## src/hw/lbps_pkg.sv

```systemverilog
package lbps_pkg;

  // ------------------------------------------------------------------
  // Clock and timing
  // ------------------------------------------------------------------
  localparam int CLK_PERIOD_NS = 100;       // Core clock period, 10 MHz

  // Delay figures in their own unit (microseconds), plain defaults
  localparam int RESET_HOLD_US  = 10000;    // Reset hold delay
  localparam int BOOST_START_US = 1000;     // Boost start delay
  localparam int GATE_REL_US    = 1000;     // Gate release delay

  // Least times round up to whole cycles
  localparam int RESET_HOLD_CYC  = (RESET_HOLD_US * 1000 + CLK_PERIOD_NS - 1)
                                   / CLK_PERIOD_NS;
  localparam int BOOST_START_CYC = (BOOST_START_US * 1000 + CLK_PERIOD_NS - 1)
                                   / CLK_PERIOD_NS;
  localparam int GATE_REL_CYC    = (GATE_REL_US * 1000 + CLK_PERIOD_NS - 1)
                                   / CLK_PERIOD_NS;

  // Width of the shared delay counters
  localparam int CNT_W = 20;

  // ------------------------------------------------------------------
  // Sequencer states
  // ------------------------------------------------------------------
  typedef enum logic [2:0] {
    LBPS_IO_RAMP   = 3'b000,  // Waiting for both io rails
    LBPS_CORE_RAMP = 3'b001,  // Core rail started, waiting power good
    LBPS_RST_HOLD  = 3'b010,  // Counting reset hold delay
    LBPS_RUN       = 3'b011   // System reset released
  } lbps_state_type;

endpackage : lbps_pkg

```

## src/hw/lbps_sequencer.sv

```systemverilog
`timescale 1ns/1ps
module lbps_sequencer #(
  parameter int RESET_HOLD_CYCLES  = lbps_pkg::RESET_HOLD_CYC,
  parameter int BOOST_START_CYCLES = lbps_pkg::BOOST_START_CYC,
  parameter int GATE_REL_CYCLES    = lbps_pkg::GATE_REL_CYC
) (
  // Clock and reset
  input  wire logic core_clk,
  input  wire logic rst,
  // Supply comparators
  input  wire logic input_supply_ok,    // Above lockout threshold
  input  wire logic input_supply_det,   // Above detect threshold
  // Power good indications
  input  wire logic io_rail_one_good,
  input  wire logic io_rail_two_good,
  input  wire logic core_rail_good,
  input  wire logic source_driver_rail_good,
  input  wire logic gate_high_rail_good,
  // Host side
  input  wire logic enable,
  input  wire logic gate_in_panel_mode,
  // Rail enables
  output logic      io_rail_one_en,
  output logic      io_rail_two_en,
  output logic      core_rail_en,
  output logic      boost_one_en,
  output logic      boost_two_en,
  // Sequenced pins
  output logic      system_reset_n,
  output logic      shaped_gate_out,
  output logic      shaped_gate_oe_n,   // Low while driven
  output logic      panel_discharge_n
);
  import lbps_pkg::*;

  // ------------------------------------------------------------------
  // State
  // ------------------------------------------------------------------
  lbps_state_type  state_reg;            // Sequencer state
  lbps_state_type  state_next;           // Its next value
  logic [CNT_W-1:0] hold_cnt_reg;        // Reset hold counter
  logic [CNT_W-1:0] boost_cnt_reg;       // Boost start counter
  logic [CNT_W-1:0] gate_cnt_reg;        // Gate release counter
  logic             en_seen_reg;         // Enable has been high
  logic             en_dropped_reg;      // Enable fell after rise
  logic             boost_one_reg;       // Boost one running
  logic             boost_two_reg;       // Boost two running
  logic             gate_rel_reg;        // Release delay done
  logic             sys_rst_n_reg;       // Reset output
  logic             io_en_reg;           // Io rails enabled
  logic             core_en_reg;         // Core buck enabled
  logic             discharge_reg;       // Discharge output
  logic             run_ok;              // Sequencing allowed

  localparam logic [CNT_W-1:0] HOLD_LAST  = CNT_W'(RESET_HOLD_CYCLES - 1);
  localparam logic [CNT_W-1:0] BOOST_LAST = CNT_W'(BOOST_START_CYCLES - 1);
  localparam logic [CNT_W-1:0] GATE_LAST  = CNT_W'(GATE_REL_CYCLES - 1);

  // Lockout acts as a reset on every register below
  assign run_ok = input_supply_ok && !rst;

  // ------------------------------------------------------------------
  // Main sequence
  // ------------------------------------------------------------------
  // Next state of the rail ordering
  always_comb begin
    state_next = state_reg;
    unique case (state_reg)
      LBPS_IO_RAMP: begin
        // Both io rails must be up, not just one
        if (io_rail_one_good && io_rail_two_good) begin
          state_next = LBPS_CORE_RAMP;
        end
      end
      LBPS_CORE_RAMP: begin
        if (core_rail_good) begin
          state_next = LBPS_RST_HOLD;
        end
      end
      LBPS_RST_HOLD: begin
        if (hold_cnt_reg == HOLD_LAST) begin
          state_next = LBPS_RUN;
        end
      end
      LBPS_RUN: begin
        state_next = LBPS_RUN;
      end
      default: begin
        state_next = LBPS_IO_RAMP;
      end
    endcase
  end

  // State register
  always_ff @(posedge core_clk) begin
    if (!run_ok) begin
      state_reg <= LBPS_IO_RAMP;
    end else begin
      state_reg <= state_next;
    end
  end

  // Io enables on run_ok; core enable and reset follow state
  always_ff @(posedge core_clk) begin
    if (!run_ok) begin
      io_en_reg     <= 1'b0;
      core_en_reg   <= 1'b0;
      sys_rst_n_reg <= 1'b0;
    end else begin
      io_en_reg     <= 1'b1;
      core_en_reg   <= (state_next != LBPS_IO_RAMP);
      sys_rst_n_reg <= (state_next == LBPS_RUN);
    end
  end

  // Reset hold counter; a core rail dip mid-hold does not restart it,
  // so a glitchy core supply can still see reset released on time
  always_ff @(posedge core_clk) begin
    if (!run_ok || state_reg != LBPS_RST_HOLD) begin
      hold_cnt_reg <= '0;
    end else if (hold_cnt_reg != HOLD_LAST) begin
      hold_cnt_reg <= hold_cnt_reg + 1'b1;
    end
  end

  // ------------------------------------------------------------------
  // Boost converters one and two
  // ------------------------------------------------------------------
  // Enable history: a fall after a rise locks boost one off
  always_ff @(posedge core_clk) begin
    if (!run_ok) begin
      en_seen_reg    <= 1'b0;
      en_dropped_reg <= 1'b0;
    end else begin
      if (enable) begin
        en_seen_reg <= 1'b1;
      end
      if (en_seen_reg && !enable) begin
        en_dropped_reg <= 1'b1;
      end
    end
  end

  // Delay starts once both enable and reset release hold
  always_ff @(posedge core_clk) begin
    if (!run_ok || !sys_rst_n_reg || !enable || en_dropped_reg) begin
      boost_cnt_reg <= '0;
      boost_one_reg <= 1'b0;
    end else if (boost_cnt_reg == BOOST_LAST) begin
      boost_one_reg <= 1'b1;
    end else begin
      boost_cnt_reg <= boost_cnt_reg + 1'b1;
    end
  end

  // Boost two starts once boost one runs and the source driver rail is good, then holds
  always_ff @(posedge core_clk) begin
    if (!run_ok) begin
      boost_two_reg <= 1'b0;
    end else if (boost_one_reg && source_driver_rail_good) begin
      boost_two_reg <= 1'b1;
    end
  end

  // ------------------------------------------------------------------
  // Gate shaping and discharge
  // ------------------------------------------------------------------
  // Release delay after gate high rail is good
  always_ff @(posedge core_clk) begin
    if (!run_ok || !boost_two_reg || !gate_high_rail_good) begin
      gate_cnt_reg <= '0;
      gate_rel_reg <= 1'b0;
    end else if (gate_cnt_reg == GATE_LAST) begin
      gate_rel_reg <= 1'b1;
    end else begin
      gate_cnt_reg <= gate_cnt_reg + 1'b1;
    end
  end

  // Discharge output per panel mode
  always_ff @(posedge core_clk) begin
    if (!run_ok) begin
      discharge_reg <= 1'b0;
    end else if (gate_in_panel_mode) begin
      discharge_reg <= gate_rel_reg;
    end else begin
      discharge_reg <= input_supply_det;
    end
  end

  // Outputs
  assign io_rail_one_en    = io_en_reg;
  assign io_rail_two_en    = io_en_reg;
  assign core_rail_en      = core_en_reg;
  assign boost_one_en      = boost_one_reg;
  assign boost_two_en      = boost_two_reg;
  assign system_reset_n    = sys_rst_n_reg;
  assign panel_discharge_n = discharge_reg;
  // Outside panel mode the gate output floats until release
  assign shaped_gate_out   = gate_rel_reg;
  assign shaped_gate_oe_n  = !(gate_rel_reg || gate_in_panel_mode);

  // ------------------------------------------------------------------
  // Checks
  // ------------------------------------------------------------------
  chk_lockout_off: assert property (@(posedge core_clk)
    !input_supply_ok |=> !io_rail_one_en && !core_rail_en && !boost_one_en)
    else $error("outputs live during lockout");
  chk_io_start: assert property (@(posedge core_clk) disable iff (rst)
    input_supply_ok |=> io_rail_one_en && io_rail_two_en)
    else $error("io rails not started");
  chk_core_order: assert property (@(posedge core_clk)
    $rose(core_rail_en) |-> $past(io_rail_one_good) && $past(io_rail_two_good))
    else $error("core started before io rails");
  chk_reset_hold: assert property (@(posedge core_clk) disable iff (rst)
    $rose(system_reset_n) |-> $past(hold_cnt_reg) == HOLD_LAST)
    else $error("reset released early");
  chk_boost_order: assert property (@(posedge core_clk)
    boost_one_en |-> system_reset_n && $past(enable))
    else $error("boost one without enable and reset");
  chk_boost_latch: assert property (@(posedge core_clk) disable iff (rst)
    en_dropped_reg && input_supply_ok |=> !boost_one_en)
    else $error("boost one restarted after enable drop");
  chk_boost_two: assert property (@(posedge core_clk)
    $rose(boost_two_en) |-> $past(source_driver_rail_good))
    else $error("boost two early");
  chk_panel_discharge: assert property (@(posedge core_clk) disable iff (rst)
    gate_in_panel_mode && !gate_rel_reg |=> !panel_discharge_n)
    else $error("discharge released early");
  chk_gate_float: assert property (@(posedge core_clk)
    !gate_in_panel_mode && !gate_rel_reg |-> shaped_gate_oe_n)
    else $error("gate output driven early");
  cov_reset_out: cover property (@(posedge core_clk) $rose(system_reset_n));
  cov_boost_one: cover property (@(posedge core_clk) $rose(boost_one_en));
  cov_gate_rel: cover property (@(posedge core_clk) $rose(gate_rel_reg));
  cov_drop: cover property (@(posedge core_clk) $rose(en_dropped_reg));

endmodule : lbps_sequencer

```

## config.mk

```make
export PLATFORM = sky130hd
export DESIGN_NAME = lbps_sequencer
export DESIGN_NICKNAME = d
export VERILOG_FILES = /design/src/hw/lbps_pkg.sv /design/src/hw/lbps_sequencer.sv
export SDC_FILE = /design/constraint.sdc
export NUM_CORES = 1
export LEC_CHECK = 0
export BUFFER_PORTS_ARGS = -buffer_cell sky130_fd_sc_hd__buf_4
export CORE_MARGIN = 3
export CORE_UTILIZATION = 54
export DETAILED_ROUTE_END_ITERATION = 10
export GPL_TIMING_DRIVEN = 1
export MAX_ROUTING_LAYER = met4
export PLACE_DENSITY_LB_ADDON = 0.1
export SYNTH_ARGS = -nofsm -noshare
export SYNTH_HDL_FRONTEND = slang
export SYNTH_SLANG_ARGS = --single-unit
export TNS_END_PERCENT = 10
```

## constraint.sdc

```tcl
create_clock -name core_clk -period 1.7 [get_ports core_clk]
set_input_delay 0.085 -clock core_clk [delete_from_list [all_inputs] [get_ports core_clk]]
set_output_delay 0.085 -clock core_clk [all_outputs]
set_load 0.02 [all_outputs]
```

# ---- After elaboration in Yosys (flattened, before gate mapping)
# Cells that the tools add are included.
dict set report op_classes {
  add_sub_neg 3
  mul 0
  n_div 0
  order_cmp 0
  n_eq_ne 9
  shift 0
  mux 6
  bitwise_logic 0
  n_reduce_logical 20
}
# cell count
set ops {}
lappend ops {{adder 20 x 1 -> 20 bit, second input constant} 3}
lappend ops {{equality test 20 x 14 -> 1 bit, second input constant} 2}
lappend ops {{equality test 20 x 17 -> 1 bit, second input constant} 1}
lappend ops {{!= test 20 x 17 -> 1 bit, second input constant} 1}
lappend ops {{case mux 3 bit (4 select lines)} 1}
lappend ops {{equality test 3 x 2 -> 1 bit, second input constant} 3}
lappend ops {{two-way mux 3 bit} 3}
lappend ops {{zero test 1 bit} 7}
lappend ops {{logical OR 1 bit} 7}
lappend ops {{logical AND 1 bit} 4}
lappend ops {{equality test 3 x 1 -> 1 bit, second input constant} 1}
lappend ops {{zero test 3 bit} 1}
lappend ops {{!= test 3 x 2 -> 1 bit, second input constant} 1}
lappend ops {{nonzero test 3 bit} 1}
lappend ops {{two-way mux 1 bit} 2}
dict set report word_totals {
  regBits 72
  latchBits 0
  ram_bits 0
  romBits 0
  inputBits 11
  out_inout_bits 9
  elab_cells 51
  memories 0
}

# ---- Logic depth before layout (Yosys ltp)
dict set report logic_depth {
  depth_word 6
  ltp_mapped 7
  mapped_depth_nobuf 5
}

# ---- Worst setup path after synthesis
# OpenSTA, ideal clock, no wires.
dict set report synth_path {
  path_type {reg2reg}
  start {reg gate_cnt_reg[5]}
  end {reg gate_cnt_reg[2]}
  setup_ps 72
  t_arrival_ps 1794
  t_required_ps 1628
  setup_slack_ps -165
  stages_incl_launch_ff 5
  n_path_buf 0
  period_less_slack_ps 1865
  path_cell_list {dfxtp_1 or4_1 or4_1 o21ai_0 mux2i_1}
}
dict set report synth_between {
  elab_chain_len 1
}
# element line
set synth_rtl {}
lappend synth_rtl {{start: declaration} lbps_sequencer.sv:43} ;# logic [CNT_W-1:0] gate_cnt_reg;
lappend synth_rtl {{start signal: assignment} lbps_sequencer.sv:176} ;# gate_cnt_reg <= gate_cnt_reg + 1'b1;
lappend synth_rtl {{equality test 20 x 14 -> 1 bit} lbps_sequencer.sv:173} ;# end else if (gate_cnt_reg == GATE_LAST) begin
# No other way between the ends.
# A chain may end at the register's enable or synchronous reset.

# ---- Worst setup path after layout
# Ends and elaborated chain as after synthesis.

==> reports/results.ini <==
[clocking]
cts_root_buffer=clkbuf_8
clk_latency_ns=0.35
clk_pin_slew_ns=0.08
tritoncts=done
clockBufferDepth=2
numCtsBuffers=9
htree_levels=3
cts.sinks=72

[synthesis]
synth-edff-count=0
synth-seq-cells=72
synthArstFlopShare_pct=0
syn_inst=389
yosys_warnings=0
seq_area_frac_synth_pct=43.7
synth_nets=403
synth_cell_type_count=44
ys.flop_type=dfxtp_1
netlist_area_mm2=0.00330
synth.avg_cell_area_um2=8.48

[die]
coreArea_mm2=0.00571
pin_count=20
rows=27
die_x_um=84.2
dieArea_mm2=0.00708
start_util_pct=57.8
dieHeight_um=84.2

[detailed_routing]
antenna_left=0
dr.pass1.iters=4
wl_per_cell_um=14.6
wl_mm=8.06
vias=3238
routed_via_density=5.87
drt_iter0_markers=170
route.detailed.drc=0

[placement]
routabilityCongestion=0.859
place_hpwl_mm=5.58
postPlaceCellArea_mm2=0.00396
numPortBuffers=19

[pwr]
p_per_area_mw_per_mm2=727
comb_power_share_pct=1.8
vdd_drop_max_v=0.000462
pwr-share-clk_pct=44.3
internal_power_w=0.00245
power.net_switching_w=0.000698
leakage_nw=1.51
seq_power_share_pct=53.9
switching_share_pct=22.2

[critical_path]
cp-end-kind=register
path_buf_inv=0
crit_family=simple AND/OR/NAND/NOR gates
cp-start-kind=register
arrival_ns=2.08
crit_fanout=3
path_class=reg -> reg
crit_required_ns=1.99
max_stage_delay_ns=0.55
worstPathCellList=or4_4 > or4_4 > o21ai_2 > mux2i_1
crit_top_cell=or4_4
crit_slowest_cell=or4_4

[finish]
area_growth_syn_to_layout_pct=31.0
fillers=428
drive_above_1_share_pct=29.6
nets=489
diodes=0
design_area_mm2=0.00432

[global_routing]
grt_start_max_net_pins=19
grt-ovfl-total=0
grt_pass1_wl_mm=13.5
antenna_found_initial=0
grt_util_all_layers_pct=24.1
grt_pass1_vias=3034

[run_status]
outcome=complete, but fails checks
violations=negative setup slack

[sta]
fin_skew_ns=0.0106
setup_slack_ns=-0.0881
fin_crit_sh_pct=105
timing.hold.ws_ns=0.0738
report.final.slew_viol_count=0
max_freq_ghz=0.559
rsz0062_at_grt=yes
finalSetupViolCount=6
period_needed_ns=1.79
final_hold_viol_count=0

[flow_run]
drv_cap=0

[worst_hold_path]
hp-class=in -> reg

final timing paths:
kind                     from         endpoint  slack, ns  cells past startpoint
min reg2reg       en_seen_reg      en_seen_reg       0.48                      2
max reg2reg   gate_cnt_reg[5]  gate_cnt_reg[2]      -0.09                      4
max           gate_cnt_reg[5]  gate_cnt_reg[2]      -0.09                      4
min          io_rail_two_good     core_rail_en       0.07                      3
stage by stage:
stage / setup WS [ns] / util, % / total power [W] / TNS, ns / std cells
after floorplan: -0.0834 / - / 0.00175 / -0.563 / 389
after global placement: -0.126 / 69.4 / 0.00178 / -0.603 / 528
after detailed placement: -0.183 / 69.4 / 0.00178 / -0.984 / 528
after CTS: -0.0917 / 74.2 / 0.00317 / -0.357 / 549
after global routing: -0.135 / 75.7 / 0.00327 / -1.00 / 552
final: -0.0881 / 75.7 / 0.00314 / -0.404 / 552
worst reg2reg max path, cell delays in order, from the launching register on:
cell	delay [ns]
dfxtp_2	0.33
or4_4	0.55
or4_4	0.52
o21ai_2	0.15
mux2i_1	0.18
cells in the final DEF (no fill, tap or decap), drive strengths merged, types with 2 or more instances in the layout:
master	count
o21ai	23
nor3b	2
or4	11
mux2i	5
xor2	14
nand2	26
xnor2	12
inv	12
nor2	35
a31oi	5
nand2b	5
a21oi	24
and2	2
dfxtp	72
a2111o	2
clkbuf	10
clkinv	2
nand3	27
o31ai	6
and4	7
buf	86
a211oi	7
or3	15
nor3	12
nor4	15
dlygate4sd3	5
ha	3
nand4	16
and3	5
kinds of logic after synthesis:
kind of cell               share of synthesized area, %
xor gates and xnor gates                           6.90
AOI/OAI and AO/OA                                  13.5
buffers and inverters                              3.15
muxes                                              1.52
other                                             0.114
adders and majority gates                          1.14
and+or+nand+nor                                    30.0
DFF                                                43.7
cells in the mapped netlist, drive strengths merged (10+ instances only):
cell type	number	area [um^2]
dfxtp	72	1440
xor2	14	123
nor3	12	60.1
nand4	16	100
xnor2	12	105
or3	15	96.3
nor2	35	131
nand2	26	97.6
a21oi	24	120
inv	10	37.5
nand3	27	135
nor4	15	100
o21ai	23	115
clkbuf	12	45.0
or4	11	82.6
layout make-up:
| class | count | area (um^2) | share of cell area, % |
|---|---|---|---|
| Timing Repair Buffer | 91 | 696 | 16.1 |
| Clock inverter | 6 | 65.1 | 1.51 |
| Inverter | 10 | 37.5 | 0.868 |
| Multi-Input combinational cell | 291 | 1840 | 42.5 |
| Sequential cell | 72 | 1460 | 33.7 |
| Clock buffer | 10 | 138 | 3.18 |
| Tap cell | 72 | 90.1 | 2.08 |
what timing repair did:
item	4_1_cts	5_1_grt
gates resized for setup	8	26
buffers inserted	0	3
hold buffers	5	0
endpoints found under the setup margin	11	30
pin swaps	4	5
endpoints found under the hold margin	4	0
gates cloned	0	0
routing by layer:
layer	wire length, um	global-route usage (%)	vias up
met5	0	-	-
met4	142	8.63	0
met3	361	6.77	18
met2	3980	39.5	84
met1	3580	28.2	1533
li1	-	-	1603
power by group through the flow:
stage / registers, W / clock network [W] / logic [W]
final: 0.00169 / 0.00139 / 0.0000575
after global placement: 0.00173 / 0 / 0.0000466
after global routing: 0.00170 / 0.00151 / 0.0000617
after floorplan: 0.00174 / 0 / 0.0000163
after detailed placement: 0.00173 / 0 / 0.0000476
after CTS: 0.00169 / 0.00142 / 0.0000569
Note: power is estimated with default switching activity, not from simulation.
